==> src/shared/fsac_pkg.sv <==
// Behaviour
// [RULE1] A bus fault on a vector table fetch sets the vector-read flag, bit 1.
// [RULE2] A vector table read fault always goes to hard fault, never bus fault.
// [RULE3] With the flag set, stacked return address is the preempted instruction.
// [RULE4] Writing one clears the vector-read flag; writing zero leaves it alone.
// [RULE5] Bit 0 of hard fault status reads zero and ignores writes.
// [RULE6] Software preserves reserved bits on read-modify-write and ignores them.
// [RULE7] A 32-bit fault address register at 0xd34 captures the faulting address.
// [RULE8] An unaligned fault records the actual faulting address, not the requested one.
// [RULE9] A split access may record any byte address inside the access span.
// [RULE10] The fault address is valid only while the address-valid flag is set.
// [RULE11] Only privileged accesses may read or write the fault address register.
// [RULE12] Address and valid flag load in the fault cycle, held until next fault or write.
package fsac_pkg;
  localparam int          ADDR_W            = 12;
  localparam logic [11:0] HFS_OFFSET        = 12'hd2c;
  localparam logic [11:0] MMFS_OFFSET       = 12'hd28;
  localparam logic [11:0] MMFA_OFFSET       = 12'hd34;
  localparam logic [11:0] IRQ_STATUS_OFFSET = 12'hd40;
  localparam logic [11:0] IRQ_MASK_OFFSET   = 12'hd44;
  localparam int          VECTOR_READ_FAULT_FLAG_BIT          = 1;
  localparam int          MM_ADDRESS_VALID_BIT         = 7;
  localparam int          IRQ_VECTOR_READ_FAULT_FLAG_BIT      = 0;
  localparam int          IRQ_MM_BIT        = 1;
  localparam logic [31:0] ZERO_WORD         = 32'h0000_0000;
  localparam logic [1:0]  ZERO_IRQ          = 2'h0;
endpackage

==> src/verilog/fsac_addr_capture.sv <==
`timescale 1ns/1ns
// Fault address capture with its valid flag.
module fsac_addr_capture #(
  parameter int AW = 32
) (
  input  wire logic          sys_clk,
  input  wire logic          rst,
  input  wire logic          fault,
  input  wire logic [AW-1:0] fault_addr,
  input  wire logic          sw_write,
  input  wire logic [AW-1:0] sw_data,
  input  wire logic          valid_clear,
  output logic      [AW-1:0] addr,
  output logic               valid
);
  // The address is the access that actually faulted, so split accesses land anywhere in span.
  always_ff @(posedge sys_clk) begin
    if (rst) begin
      addr <= '0;
    end else if (fault) begin
      addr <= fault_addr; // RULE8 RULE9 RULE12
    end else if (sw_write) begin
      addr <= sw_data; // RULE12
    end
  end

  // Valid flag; a fault wins over a software clear.
  always_ff @(posedge sys_clk) begin
    if (rst) begin
      valid <= 1'b0;
    end else if (fault) begin
      valid <= 1'b1; // RULE10 RULE12
    end else if (valid_clear) begin
      valid <= 1'b0;
    end
  end

  property p_capture;
    @(posedge sys_clk) disable iff (rst) fault |=> (valid && addr == $past(fault_addr));
  endproperty
  a_capture: assert property (p_capture) else $error("Fault address not captured."); // RULE12

  property p_hold;
    @(posedge sys_clk) disable iff (rst) (!fault && !sw_write) |=> $stable(addr);
  endproperty
  a_hold: assert property (p_hold) else $error("Fault address changed without cause."); // RULE12
endmodule

==> src/verilog/fsac_fault_status.sv <==
`timescale 1ns/1ns
module fsac_fault_status (
  input  wire logic                        sys_clk,
  input  wire logic                        rst,
  input  wire logic [fsac_pkg::ADDR_W-1:0] reg_addr,
  input  wire logic [31:0]                 reg_wdata,
  input  wire logic                        reg_write,
  input  wire logic                        reg_read,
  input  wire logic                        reg_priv,
  output logic      [31:0]                 reg_rdata,
  output logic                             reg_error,
  input  wire logic                        vector_fetch_fault,
  input  wire logic                        mm_fault,
  input  wire logic [31:0]                 mm_fault_addr,
  input  wire logic                        exc_entry,
  input  wire logic [31:0]                 preempted_pc,
  output logic                             hard_fault_req,
  output logic                             bus_fault_req,
  output logic      [31:0]                 stacked_pc,
  output logic                             irq
);
  import fsac_pkg::*;

  logic        vector_read_fault_flag;
  logic        mm_address_valid;
  logic [31:0] memmanage_fault_address;
  logic [1:0]  irq_status;
  logic [1:0]  irq_mask;
  logic [1:0]  next_irq_status;

  // Address decode.
  wire hit_hfs   = (reg_addr == HFS_OFFSET);
  wire hit_mmfs  = (reg_addr == MMFS_OFFSET);
  wire hit_mmfa  = (reg_addr == MMFA_OFFSET); // RULE7
  wire hit_ists  = (reg_addr == IRQ_STATUS_OFFSET);
  wire hit_imask = (reg_addr == IRQ_MASK_OFFSET);
  wire mapped    = hit_hfs | hit_mmfs | hit_mmfa | hit_ists | hit_imask;
  // Fault address register refuses unprivileged accesses.
  wire mmfa_ok   = hit_mmfa & reg_priv; // RULE11
  wire denied    = (reg_write | reg_read) & ((hit_mmfa & !reg_priv) | !mapped);

  // Write strobes; only bit 1 of hard fault status is writable, bit 0 is ignored.
  wire vector_read_fault_flag_clear  = reg_write & hit_hfs & reg_wdata[VECTOR_READ_FAULT_FLAG_BIT]; // RULE4 RULE5
  wire mmfa_write  = reg_write & mmfa_ok; // RULE11
  wire mm_address_valid_clear = reg_write & hit_mmfs & reg_wdata[MM_ADDRESS_VALID_BIT];
  wire ists_read   = reg_read & hit_ists;

  // Read data; reserved bits including bit 0 read as zero.
  wire [31:0] hfs_word   = {31'h0, vector_read_fault_flag} << VECTOR_READ_FAULT_FLAG_BIT; // RULE1 RULE5
  wire [31:0] mmfs_word  = {31'h0, mm_address_valid} << MM_ADDRESS_VALID_BIT; // RULE10
  wire [31:0] mmfa_word  = mmfa_ok ? memmanage_fault_address : ZERO_WORD; // RULE11
  wire [31:0] irq_word   = {30'h0, irq_status};
  wire [31:0] mask_word  = {30'h0, irq_mask};
  wire [31:0] read_mux   = hit_hfs   ? hfs_word  :
                           hit_mmfs  ? mmfs_word :
                           hit_mmfa  ? mmfa_word :
                           hit_ists  ? irq_word  :
                           hit_imask ? mask_word : ZERO_WORD;

  fsac_vector_read_fault_flag_flag u_vector_read_fault_flag (
    .sys_clk     (sys_clk),
    .rst         (rst),
    .set_pulse   (vector_fetch_fault),
    .clear_pulse (vector_read_fault_flag_clear),
    .flag        (vector_read_fault_flag)
  );

  fsac_addr_capture #(.AW(32)) u_cap (
    .sys_clk     (sys_clk),
    .rst         (rst),
    .fault       (mm_fault),
    .fault_addr  (mm_fault_addr),
    .sw_write    (mmfa_write),
    .sw_data     (reg_wdata),
    .valid_clear (mm_address_valid_clear),
    .addr        (memmanage_fault_address),
    .valid       (mm_address_valid)
  );

  // Read data register, valid only in the cycle after a read strobe.
  always_ff @(posedge sys_clk) begin
    if (rst) begin
      reg_rdata <= ZERO_WORD;
      reg_error <= 1'b0;
    end else begin
      reg_rdata <= reg_read ? read_mux : ZERO_WORD;
      reg_error <= denied;
    end
  end

  // Vector fetch faults escalate to hard fault and never raise a bus fault.
  always_ff @(posedge sys_clk) begin
    if (rst) begin
      hard_fault_req <= 1'b0;
      bus_fault_req  <= 1'b0;
    end else begin
      hard_fault_req <= vector_fetch_fault; // RULE2
      bus_fault_req  <= 1'b0; // RULE2
    end
  end

  // Stacked return address is the preempted instruction's address.
  always_ff @(posedge sys_clk) begin
    if (rst) begin
      stacked_pc <= ZERO_WORD;
    end else if (exc_entry) begin
      stacked_pc <= preempted_pc; // RULE3
    end
  end

  // Sticky interrupt status; events win over the clear-on-read.
  always_comb begin
    next_irq_status = ists_read ? ZERO_IRQ : irq_status;
    next_irq_status[IRQ_VECTOR_READ_FAULT_FLAG_BIT] = next_irq_status[IRQ_VECTOR_READ_FAULT_FLAG_BIT] | vector_fetch_fault;
    next_irq_status[IRQ_MM_BIT]   = next_irq_status[IRQ_MM_BIT] | mm_fault;
  end

  // Status, mask and interrupt line.
  always_ff @(posedge sys_clk) begin
    if (rst) begin
      irq_status <= ZERO_IRQ;
      irq_mask   <= ZERO_IRQ;
      irq        <= 1'b0;
    end else begin
      irq_status <= next_irq_status;
      if (reg_write && hit_imask) begin
        irq_mask <= reg_wdata[1:0];
      end
      irq        <= |(next_irq_status & irq_mask);
    end
  end

  // A vector table fault escalates to hard fault and never to bus fault.
  property p_vector_read_fault_flag_hard;
    @(posedge sys_clk) disable iff (rst) vector_fetch_fault |=> hard_fault_req && !bus_fault_req;
  endproperty
  a_vector_read_fault_flag_hard: assert property (p_vector_read_fault_flag_hard) // RULE2
    else $error("Vector fault not routed to hard fault.");

  // Hard fault is requested only by a vector table fault.
  property p_hard_only;
    @(posedge sys_clk) disable iff (rst) !vector_fetch_fault |=> !hard_fault_req;
  endproperty
  a_hard_only: assert property (p_hard_only) // RULE2
    else $error("Hard fault raised without vector fault.");

  // Exception entry stacks the address of the preempted instruction.
  property p_pc;
    @(posedge sys_clk) disable iff (rst) exc_entry |=> stacked_pc == $past(preempted_pc);
  endproperty
  a_pc: assert property (p_pc) // RULE3
    else $error("Stacked address wrong.");

  // The stacked address holds between exception entries.
  property p_pc_hold;
    @(posedge sys_clk) disable iff (rst) !exc_entry |=> $stable(stacked_pc);
  endproperty
  a_pc_hold: assert property (p_pc_hold) // RULE3
    else $error("Stacked address changed without entry.");

  // Reserved bit 0 always reads as zero.
  property p_bit0;
    @(posedge sys_clk) disable iff (rst) (reg_read && hit_hfs) |=> reg_rdata[0] == 1'b0;
  endproperty
  a_bit0: assert property (p_bit0) // RULE5
    else $error("Reserved bit read nonzero.");

  // The reserved bits above the flag read as zero as well.
  property p_hfs_upper;
    @(posedge sys_clk) disable iff (rst)
      (reg_read && hit_hfs) |=> (reg_rdata >> (VECTOR_READ_FAULT_FLAG_BIT + 1)) == ZERO_WORD;
  endproperty
  a_hfs_upper: assert property (p_hfs_upper) // RULE5
    else $error("Reserved upper bits read nonzero.");

  // A read of hard fault status reports the flag as it stood at the strobe.
  property p_vector_read_fault_flag_read;
    @(posedge sys_clk) disable iff (rst)
      (reg_read && hit_hfs) |=> reg_rdata[VECTOR_READ_FAULT_FLAG_BIT] == $past(vector_read_fault_flag);
  endproperty
  a_vector_read_fault_flag_read: assert property (p_vector_read_fault_flag_read) // RULE1
    else $error("Vector flag read wrong.");

  // The flag rises only on a vector table fault.
  property p_vector_read_fault_flag_rise;
    @(posedge sys_clk) disable iff (rst)
      (!vector_read_fault_flag && !vector_fetch_fault) |=> !vector_read_fault_flag;
  endproperty
  a_vector_read_fault_flag_rise: assert property (p_vector_read_fault_flag_rise) // RULE1
    else $error("Vector flag set without fault.");

  // Writing zero to the flag's bit leaves it set.
  property p_zero_write;
    @(posedge sys_clk) disable iff (rst)
      (vector_read_fault_flag && reg_write && hit_hfs && !reg_wdata[VECTOR_READ_FAULT_FLAG_BIT]) |=>
      vector_read_fault_flag;
  endproperty
  a_zero_write: assert property (p_zero_write) // RULE4
    else $error("Zero write cleared flag.");

  // Writing one to the flag's bit clears it unless a fault comes in the same cycle.
  property p_one_write;
    @(posedge sys_clk) disable iff (rst)
      (vector_read_fault_flag_clear && !vector_fetch_fault) |=> !vector_read_fault_flag;
  endproperty
  a_one_write: assert property (p_one_write) // RULE4
    else $error("One write did not clear flag.");

  // An unprivileged read of the fault address returns zero and an error.
  property p_unpriv;
    @(posedge sys_clk) disable iff (rst)
      (reg_read && hit_mmfa && !reg_priv) |=> reg_rdata == ZERO_WORD && reg_error;
  endproperty
  a_unpriv: assert property (p_unpriv) // RULE11
    else $error("Unprivileged access accepted.");

  // An unprivileged write leaves the fault address alone and reports an error.
  property p_unpriv_write;
    @(posedge sys_clk) disable iff (rst)
      (reg_write && hit_mmfa && !reg_priv && !mm_fault) |=>
      $stable(memmanage_fault_address) && reg_error;
  endproperty
  a_unpriv_write: assert property (p_unpriv_write) // RULE11
    else $error("Unprivileged write accepted.");

  // A privileged access to the fault address register raises no error.
  property p_priv_ok;
    @(posedge sys_clk) disable iff (rst) ((reg_read || reg_write) && mmfa_ok) |=> !reg_error;
  endproperty
  a_priv_ok: assert property (p_priv_ok) // RULE11
    else $error("Privileged access refused.");

  // The data lines stay at zero outside an answer, so no stale address leaks.
  property p_rdata_idle;
    @(posedge sys_clk) disable iff (rst) !reg_read |=> reg_rdata == ZERO_WORD;
  endproperty
  a_rdata_idle: assert property (p_rdata_idle) // RULE11
    else $error("Read data shown without a read.");

  // An error is reported only for a strobe.
  property p_error_idle;
    @(posedge sys_clk) disable iff (rst) !(reg_read || reg_write) |=> !reg_error;
  endproperty
  a_error_idle: assert property (p_error_idle) // RULE11
    else $error("Error raised without an access.");

  // A privileged read returns the captured fault address.
  property p_addr_read;
    @(posedge sys_clk) disable iff (rst)
      (reg_read && mmfa_ok) |=> reg_rdata == $past(memmanage_fault_address);
  endproperty
  a_addr_read: assert property (p_addr_read) // RULE7
    else $error("Fault address read wrong.");

  // A privileged write loads the fault address when no fault competes.
  property p_addr_write;
    @(posedge sys_clk) disable iff (rst)
      (mmfa_write && !mm_fault) |=> memmanage_fault_address == $past(reg_wdata);
  endproperty
  a_addr_write: assert property (p_addr_write) // RULE7
    else $error("Fault address write lost.");

  // A fault sets the address-valid flag in the next cycle.
  property p_valid;
    @(posedge sys_clk) disable iff (rst) mm_fault |=> mm_address_valid;
  endproperty
  a_valid: assert property (p_valid) // RULE10
    else $error("Valid flag not set.");

  // The valid flag rises only on a fault.
  property p_valid_rise;
    @(posedge sys_clk) disable iff (rst) (!mm_address_valid && !mm_fault) |=> !mm_address_valid;
  endproperty
  a_valid_rise: assert property (p_valid_rise) // RULE10
    else $error("Valid flag set without fault.");

  // Writing one to the valid bit clears it unless a fault comes in the same cycle.
  property p_valid_clear;
    @(posedge sys_clk) disable iff (rst) (mm_address_valid_clear && !mm_fault) |=> !mm_address_valid;
  endproperty
  a_valid_clear: assert property (p_valid_clear) // RULE10
    else $error("Valid flag not cleared.");

  // A read of fault status reports the valid flag as it stood at the strobe.
  property p_valid_read;
    @(posedge sys_clk) disable iff (rst)
      (reg_read && hit_mmfs) |=> reg_rdata[MM_ADDRESS_VALID_BIT] == $past(mm_address_valid);
  endproperty
  a_valid_read: assert property (p_valid_read) // RULE10
    else $error("Valid flag read wrong.");

  // A vector table fault lands in the sticky interrupt status.
  property p_irq_vector_read_fault_flag;
    @(posedge sys_clk) disable iff (rst) vector_fetch_fault |=> irq_status[IRQ_VECTOR_READ_FAULT_FLAG_BIT];
  endproperty
  a_irq_vector_read_fault_flag: assert property (p_irq_vector_read_fault_flag) // RULE1
    else $error("Vector fault missing from interrupt status.");

  // An address fault lands in the sticky interrupt status.
  property p_irq_mm;
    @(posedge sys_clk) disable iff (rst) mm_fault |=> irq_status[IRQ_MM_BIT];
  endproperty
  a_irq_mm: assert property (p_irq_mm) // RULE12
    else $error("Address fault missing from interrupt status.");

  // Main scenarios worth seeing in a run.
  c_vector_read_fault_flag: cover property (@(posedge sys_clk) vector_fetch_fault ##[1:5] vector_read_fault_flag_clear);
  c_mm: cover property (@(posedge sys_clk) mm_fault ##[1:5] (reg_read && mmfa_ok));
  c_irq: cover property (@(posedge sys_clk) irq ##[1:5] ists_read);
  c_unpriv: cover property (@(posedge sys_clk) reg_read && hit_mmfa && !reg_priv);
  c_race: cover property (@(posedge sys_clk) mm_fault && mm_address_valid_clear);
endmodule

==> src/verilog/fsac_vector_read_fault_flag_flag.sv <==
`timescale 1ns/1ns
// Sticky vector-read fault flag with write-one-to-clear; a set wins over a clear.
module fsac_vector_read_fault_flag_flag (
  input  wire logic sys_clk,
  input  wire logic rst,
  input  wire logic set_pulse,
  input  wire logic clear_pulse,
  output logic      flag
);
  // Flag update.
  always_ff @(posedge sys_clk) begin
    if (rst) begin
      flag <= 1'b0;
    end else if (set_pulse) begin
      flag <= 1'b1; // RULE1
    end else if (clear_pulse) begin
      flag <= 1'b0; // RULE4
    end
  end

  property p_set_wins;
    @(posedge sys_clk) disable iff (rst) set_pulse |=> flag;
  endproperty
  a_set_wins: assert property (p_set_wins) else $error("Vector flag not set by fault."); // RULE1

  property p_clear_only;
    @(posedge sys_clk) disable iff (rst) (flag && !clear_pulse) |=> flag;
  endproperty
  a_clear_only: assert property (p_clear_only) // RULE4
    else $error("Vector flag dropped without clear.");
endmodule
==> config.mk <==
export PLATFORM = sky130hd
export DESIGN_NAME = fsac_fault_status
export DESIGN_NICKNAME = d
export VERILOG_FILES = /design/src/shared/fsac_pkg.sv /design/src/verilog/fsac_addr_capture.sv /design/src/verilog/fsac_fault_status.sv /design/src/verilog/fsac_vector_read_fault_flag_flag.sv
export SDC_FILE = /design/constraint.sdc
export NUM_CORES = 1
export LEC_CHECK = 0
export BUFFER_PORTS_ARGS = -buffer_cell sky130_fd_sc_hd__buf_4
export CAP_MARGIN = 10
export CORE_MARGIN = 2
export CORE_UTILIZATION = 42
export CTS_CLUSTER_DIAMETER = 60
export DETAILED_ROUTE_END_ITERATION = 8
export PLACE_DENSITY_LB_ADDON = 0.08
export SLEW_MARGIN = 20
export SYNTH_ARGS = -nofsm -noshare
export SYNTH_HDL_FRONTEND = slang
export SYNTH_HIERARCHICAL = 1
export SYNTH_SLANG_ARGS = --single-unit
==> constraint.sdc <==
create_clock -name sys_clk -period 1.6 [get_ports sys_clk]
set_input_delay 0.16 -clock sys_clk [delete_from_list [all_inputs] [get_ports sys_clk]]
set_output_delay 0.16 -clock sys_clk [all_outputs]
set_load 0.005 [all_outputs]
==> results of run 1 <==
[cell families after synthesis]
logic type             after synthesis
muxes                               68
DFF                                105
and+or+nand+nor                    129
AOI/OAI and AO/OA                   42
other                                1
buffers and inverters               30
[worst min path at each step]
| stage | startpoint | end | slack, ns | depth (start not counted) |
|---|---|---|---|---|
| 2_1_floorplan | rst | u_vector_read_fault_flag/flag | 0.22 | 1 |
| 3_3_place_gp | preempted_pc[0] | stacked_pc[0] | 0.40 | 3 |
| 3_5_place_dp | preempted_pc[31] | stacked_pc[31] | 0.40 | 3 |
| 4_1_cts | preempted_pc[8] | stacked_pc[8] | 0.02 | 3 |
| 5_1_grt | preempted_pc[28] | stacked_pc[28] | 0.02 | 3 |
| 6_report | preempted_pc[23] | stacked_pc[23] | 0.04 | 3 |
[routing by layer]
metal  vias to the layer above  global-route usage  share of wire
met5                         -                   0              0
met4                         0             0.07385          0.016
met3                        14             0.04309          0.073
met2                       120              0.3138           0.49
met1                      1498              0.2369           0.43
li1                       1653                   -              -
[flip-flops by register name, summed over array words and instances, names as in the netlist]
name and flops:
reg_rdata 32, stacked_pc 32, u_cap/addr 32, irq_mask 2
irq_status 2, hard_fault_req 1, irq 1, reg_error 1
u_cap/valid 1, u_vector_read_fault_flag/flag 1
[worst max-delay path: cells and delay by family]
kind / cells / cell delay, ns
compound gates: 2 / 0.33
simple gates: 2 / 0.95
buf+inv: 2 / 0.27
[final cells by class]
| type | instances | area, um^2 | share of cell area |
|---|---|---|---|
| clock buffer | 10 | 127.6 | 0.02221 |
| clock inverter | 5 | 40.04 | 0.006967 |
| inverter | 3 | 11.26 | 0.001960 |
| multi-input combinational | 240 | 1768 | 0.3076 |
| sequential | 105 | 2102 | 0.3658 |
| tap | 129 | 161.4 | 0.02809 |
| timing repair buffer | 198 | 1536 | 0.2674 |
[report_power, final]
group	leakage (uW)	total [uW]	internal (uW)	switching [uW]
logic	0.00161	612	376	236
registers	0.000863	2780	2730	52.2
clock network	0.0000754	1450	570	883
total	0.00254	4840	3670	1170
[stage by stage]
step           power [uW]    util  std cells  setup TNS, ns  worst slack (ns)
3_5_place_dp         3457  0.5981        675         -10.63           -0.2374
5_1_grt              5090  0.6161        690              0           0.08058
6_report             4843  0.6161        690              0            0.1283
2_1_floorplan        3085       -        375         -2.361           -0.1098
3_3_place_gp         3443  0.5981        675         -9.078           -0.1913
4_1_cts              4904  0.6161        690              0            0.1505
[cell usage after synthesis, drive strengths merged (2+ instances only)]
library cell	count
a211oi	32
a21oi	5
and2	30
and4	2
buf	15
clkbuf	12
dfxtp	105
inv	3
mux2i	67
nand2b	7
nand4b	2
nor2	35
nor2b	33
nor3	2
nor4	3
or3	3
or3b	2
or4	2
==> impl_metrics.toml, run 1 <==
[critical_path]
worstSetupPathType = "input port to flip-flop"
timing.critical_path.mode_cell = "sky130_fd_sc_hd__buf_4"
crit_chain = "buf_4 -> or3b_4 -> buf_4 -> or4_1 -> a21oi_1 -> o22ai_1"
crit_arrival_ns = 1.71
worst_ep_required_time_ns = 1.84
crit-reg2reg-capture = "reg_rdata[1]"
setup.reg_to_reg.worst_slack_ns = 0.28
setup_crit_start_kind = "input port"
critical_path.max_stage_delay_ns = 0.55
cp_slowest_cell = "sky130_fd_sc_hd__or4_1"
worst-path-max-fanout = 4
critical_path.startpoint = "reg_addr[7]"
regToRegStartpoint = "u_cap/addr[1]"
worstSetupEndpoint = "irq"
r2r_cells = 4
setup.worst_path.end_class = "flip-flop"

[worst_hold_path]
class_of_the_tightest_hold_or_removal_check = "input port to flip-flop"

[logic_synthesis]
syn-mean-instance-area_um2 = 10.82
leading_post_synthesis_cells_by_cell_area = "sky130_fd_sc_hd__dfxtp_1, sky130_fd_sc_hd__mux2i_1, sky130_fd_sc_hd__a211oi_1"
ys_dominant_reg_cell = "sky130_fd_sc_hd__dfxtp_1"
synth.yosys.warnings = 6
post_synth_mux_area_share = 0.1681
yosysUniqueCellTypes = 43
synth-adder-area-share = 0
syn_nets = 491
synthXorXnorAreaFrac = 0
synth_area_um2 = 4058
postSynthRegisterBits = 105
synth-edff-count = 0
synth_compound_area_frac = 0.07771
largest_family_of_logic_cells_by_synthesized_area = "simple AND/OR/NAND/NOR gates"
synth-async-reset-ratio = 0
synthCells = 375
synth_simple_gate_area_share = 0.1887
ys_seq_area_frac = 0.5180
netlist.top_cell.by_area = "sky130_fd_sc_hd__dfxtp_1"
fraction_of_post_synthesis_cell_area_in_the_top_cell_type_by_area = 0.5180

[sta]
finalCriticalPeriod_ns = 1.472
worstMarginPinSlew_ns = 0.5179
final_min_period_over_clock_period = 0.9198
normalized_max_slew_margin = 0.6547
report.final.slew_viol_count = 0
timing.final.hold_violations = 0
rsz_0062_raised_after_global_routing = "no"
final-setup-viol-count = 0
fmaxAchievable_ghz = 0.6795
final.setup_skew_ns = 0.01090
timing.hold.ws_ns = 0.03682

[die]
fp-row-count = 35
core-area_um2 = 9328
design.die.area_um2 = 10460
initial_utilization = 0.4350
fp.dieH_um = 102.3
floorplan.io_pins = 184
die_w_um = 102.3

[clock_network]
cts_htree_levels = 3
postCtsSetupBuffers = 0
ctsHoldBuffers = 0
cts-buffers-inserted = 9
post_cts_resize_count = 0
clkSlewWorstSetupHoldPaths_ns = 0.10
root_buffer_selected_by_cts = "sky130_fd_sc_hd__clkbuf_8"
tritoncts_num_sinks = 105
cts_tree = "built"
max_root_sink_buffers = 2
clk-insertion-delay-late_ns = 0.36

[place]
place.port_buffers = 182
gp_congestion = 0.7735
dp_hpwl_um = 7149
post_dp_cell_area_um2 = 5579

[cells_and_area]
commonest_non_fill_non_tap_cells_in_the_layout = "sky130_fd_sc_hd__buf_4, sky130_fd_sc_hd__dfxtp_1, sky130_fd_sc_hd__mux2i_1"
antenna_diode_count = 0
layout-drive-gt1-share = 0.3922
num-fill-cells = 830
nets = 673
syn2layout_area_growth_pct = 41.63
most_common_cell_after_layout_fill_and_taps_aside = "sky130_fd_sc_hd__buf_4"
final_design_area_no_fill_um2 = 5747

[global_routing]
antenna_found_initial = 0
global_route_wire_length_before_repair_um = 15370
grt_remaining_overflow = 0
grtUsageTotal = 0.1882
vias_in_the_first_global_route = 3234
grt_max_degree = 75

[routing]
drc_viols = 0
drt_iter0_drc = 63
routed_wire_length_per_instance_um = 14.28
post_detailed_route_count_of_antenna_violating_nets = 0
detail_route.first_pass.iterations = 4
vias = 3285
drt-total-wl_um = 9856
viasPerCell = 4.761

[job]
drv.max_cap_violation_count = 0

[pwr]
worst_ir_drop_vdd_mv = 0.3953
power_per_cell_area_nw_per_um2 = 842.7
total_leakage_power_uw = 0.002545

[run_status]
status = "finished clean"
Note: power is estimated with default switching activity, not from simulation.
==> inputs of run 2 (changes only) <==
--- a/config.mk
+++ b/config.mk
@@ -5,12 +5,12 @@
 export SDC_FILE = /design/constraint.sdc
 export NUM_CORES = 1
 export LEC_CHECK = 0
-export BUFFER_PORTS_ARGS = -buffer_cell sky130_fd_sc_hd__buf_4
 export CAP_MARGIN = 10
 export CORE_MARGIN = 2
-export CORE_UTILIZATION = 42
+export CORE_UTILIZATION = 55
 export CTS_CLUSTER_DIAMETER = 60
 export DETAILED_ROUTE_END_ITERATION = 8
+export DONT_BUFFER_PORTS = 1
 export PLACE_DENSITY_LB_ADDON = 0.08
 export SLEW_MARGIN = 20
 export SYNTH_ARGS = -nofsm -noshare
==> impl_metrics.toml, run 2 <==
[logic_synthesis]
yosysUniqueCellTypes = 43
syn_nets = 491
ys_dominant_reg_cell = "sky130_fd_sc_hd__dfxtp_1"
ys_seq_area_frac = 0.5180
synth_area_um2 = 4058
postSynthRegisterBits = 105
leading_post_synthesis_cells_by_cell_area = "sky130_fd_sc_hd__dfxtp_1, sky130_fd_sc_hd__mux2i_1, sky130_fd_sc_hd__a211oi_1"
netlist.top_cell.by_area = "sky130_fd_sc_hd__dfxtp_1"
syn-mean-instance-area_um2 = 10.82
synth.most_common_cell = "sky130_fd_sc_hd__dfxtp_1"
synth-async-reset-ratio = 0
synth-edff-count = 0
synthCells = 375
synth.top_cells.by_count = "sky130_fd_sc_hd__dfxtp_1, sky130_fd_sc_hd__mux2i_1, sky130_fd_sc_hd__nor2_1, sky130_fd_sc_hd__nor2b_1, sky130_fd_sc_hd__a211oi_1"
synth.yosys.warnings = 6
fraction_of_post_synthesis_cell_area_in_the_top_cell_type_by_area = 0.5180

[clock_network]
postCtsSetupBuffers = 0
cts-buffers-inserted = 9
max_root_sink_buffers = 2
tritoncts_num_sinks = 105
post_cts_resize_count = 0
ctsHoldBuffers = 102
cts_htree_levels = 3
root_buffer_selected_by_cts = "sky130_fd_sc_hd__clkbuf_8"

[place]
gp_congestion = 0.7907
place.port_buffers = 0
dp_hpwl_um = 5971
post_dp_cell_area_um2 = 4120

[run_status]
error = "[ERROR RSZ-0060] Max buffer count reached."
status = "stopped before the end"
failing_step = "4_1_cts"

[die]
floorplan.io_pins = 184
fp.dieH_um = 89.89
fp-row-count = 31
die_w_um = 89.89
initial_utilization = 0.5624
[run 2: cell counts after synthesis]
No cell type changed its count.
[run 2: stage by stage]
stage	hold slack (ns)	worst slack (ns)	instances
2_1_floorplan	0.2224	-0.1098	375
3_3_place_gp	0.2344	-0.07219	459
3_5_place_dp	0.2353	-0.1151	459
[run 2: logic make-up after synthesis]
| logic type | count (synthesis) | share of synthesized area |
|---|---|---|
| muxes | 68 | 0.1681 |
| buffers and inverters | 30 | 0.04656 |
| AOI/OAI and AO/OA | 42 | 0.07771 |
| other | 1 | 0.0009242 |
| DFF | 105 | 0.5180 |
| and+or+nand+nor | 129 | 0.1887 |
==> inputs of run 3 (changes only) <==
--- a/config.mk
+++ b/config.mk
@@ -7,11 +7,10 @@
 export LEC_CHECK = 0
 export CAP_MARGIN = 10
 export CORE_MARGIN = 2
-export CORE_UTILIZATION = 55
-export CTS_CLUSTER_DIAMETER = 60
+export CORE_UTILIZATION = 40
 export DETAILED_ROUTE_END_ITERATION = 8
 export DONT_BUFFER_PORTS = 1
-export PLACE_DENSITY_LB_ADDON = 0.08
+export PLACE_DENSITY_LB_ADDON = 0.15
 export SLEW_MARGIN = 20
 export SYNTH_ARGS = -nofsm -noshare
 export SYNTH_HDL_FRONTEND = slang
==> constraint.sdc (replaced) <==
create_clock -name sys_clk -period 2.1 [get_ports sys_clk]
set_input_delay 0.21 -clock sys_clk [delete_from_list [all_inputs] [get_ports sys_clk]]
set_output_delay 0.21 -clock sys_clk [all_outputs]
set_load 0.005 [all_outputs]
==> impl_metrics.toml, run 3 (synthesized netlist as in run 1, its figures left out) <==
[routing]
detail_route.first_pass.iterations = 4
routed-wl-met3_um = 911
viasPerCell = 5.063
post_detailed_route_count_of_antenna_violating_nets = 0
highest_layer = "met4"
wl_met2_um = 4649
detail_route.wirelength.met1_um = 4146
vias = 2825
drt_iter0_drc = 84
drc_viols = 0
drt-total-wl_um = 9812
routed_wire_length_per_instance_um = 17.58

[cells_and_area]
syn2layout_area_growth_pct = 19.64
layout-drive-gt1-share = 0.07059
nets = 536
commonest_non_fill_non_tap_cells_in_the_layout = "sky130_fd_sc_hd__dfxtp_1, sky130_fd_sc_hd__mux2i_1, sky130_fd_sc_hd__dlygate4sd3_1"
instances_no_fill = 558
antenna_diode_count = 0
largestRegisters = "reg_rdata (32), stacked_pc (32), u_cap/addr (32)"
num-fill-cells = 947
most_common_cell_after_layout_fill_and_taps_aside = "sky130_fd_sc_hd__dfxtp_1"

[sta]
timing.final.hold_violations = 0
fmaxAchievable_ghz = 0.5192
setup_total_negative_slack_ns = 0
report.final.slew_viol_count = 0
final.setup_skew_ns = 0.01503
final_min_period_over_clock_period = 0.9171
finalCriticalPeriod_ns = 1.926
final-setup-viol-count = 0
rsz_0062_raised_after_global_routing = "no"

[run_status]
status = "finished clean"

[clock_network]
max_root_sink_buffers = 2
postCtsSetupBuffers = 0
cts_htree_levels = 3
cts-buffers-inserted = 9
clkSlewWorstSetupHoldPaths_ns = 0.10
clk-insertion-delay-late_ns = 0.36
tritoncts_num_sinks = 105
cts_tree = "built"
root_buffer_selected_by_cts = "sky130_fd_sc_hd__clkbuf_8"

[global_routing]
vias_in_the_first_global_route = 2976
grt_remaining_overflow = 0
grt_max_degree = 71
global_route_wire_length_before_repair_um = 15580
grtUsageTotal = 0.1788
antenna_found_initial = 0

[die]
die_w_um = 104.7
initial_utilization = 0.4132
design.die.area_um2 = 10970
floorplan.io_pins = 184
fp-row-count = 36
fp.dieH_um = 104.7
core-area_um2 = 9819

[place]
dp_hpwl_um = 6107
placed_cells = 488
gp_congestion = 0.8187
place.port_buffers = 0

[critical_path]
worst_ep_required_time_ns = 2.36
worstSetupPathType = "input port to flip-flop"
setup_crit_start_kind = "input port"
setup.reg_to_reg.worst_slack_ns = 0.75
worst-path-max-fanout = 7
crit_arrival_ns = 2.18
setup.worst_path.end_class = "flip-flop"

[pwr]
total_leakage_power_uw = 0.001802
power_per_cell_area_nw_per_um2 = 730.2
worst_ir_drop_vdd_mv = 0.3626

[worst_hold_path]
class_of_the_tightest_hold_or_removal_check = "input port to flip-flop"

[job]
drv.max_cap_violation_count = 0
## run 3: final timing paths
kind	end	cells past startpoint	start
worst max-delay path	u_vector_read_fault_flag/flag	6	reg_addr[4]
worst min-delay path	stacked_pc[9]	2	preempted_pc[9]
worst max register to register	reg_rdata[1]	4	u_cap/addr[1]
worst min register to register	reg_rdata[28]	1	u_cap/addr[28]
## run 3: per-layer routing
layer  vias to the layer above  track usage
li1                       1381            -
met1                      1311       0.2083
met2                       123       0.2974
met3                        10      0.07985
met4                         0      0.05143
met5                         -            0
## run 3: per-stage QoR
stage | worst slack (ns) | cell area, um^2 | hold WS, ns | utilization | total power (uW)
finish | 0.1741 | 4855 | 0.01849 | 0.4944 | 3545
global route | 0.1105 | 4855 | 0.0006447 | 0.4944 | 3742
CTS | 0.2025 | 4835 | 0.0006017 | 0.4924 | 3596
detailed placement | 0.2893 | 4125 | 0.2855 | 0.4201 | 2349
global placement | 0.3187 | 4125 | 0.2801 | 0.4201 | 2343
floorplan | 0.3402 | 4058 | 0.2724 | - | 2350
## run 3: critical path, cell delays in order
cell	delay, ns
sky130_fd_sc_hd__or4b_1	0.56
sky130_fd_sc_hd__nor3_2	0.44
sky130_fd_sc_hd__and4_1	0.24
sky130_fd_sc_hd__nand2b_1	0.12
sky130_fd_sc_hd__a21oi_2	0.05
sky130_fd_sc_hd__dlygate4sd3_1	0.55
## run 3: layout make-up
class                   instances  area (um^2)  share of cell area
flip-flops and latches        105         2102              0.4330
inverters                       3        11.26            0.002320
clock buffers                  11        131.4             0.02706
multi-input cells             240         1768              0.3642
repair buffers                 61        635.6              0.1309
well taps                     133        166.4             0.03428
clock inverters                 5        40.04            0.008247
## run 3: repair_timing
item,4_1_cts,5_1_grt
gates resized for setup,0,0
hold buffers,52,2
hold endpoints to repair,73,3
## run 3: report_power, final
part	internal (uW)	switching [uW]	leakage [uW]	total [uW]
clock network	439	677	0.0000762	1120
logic	186	115	0.000863	300
registers	2080	51.9	0.000863	2130
total	2700	843	0.00180	3540
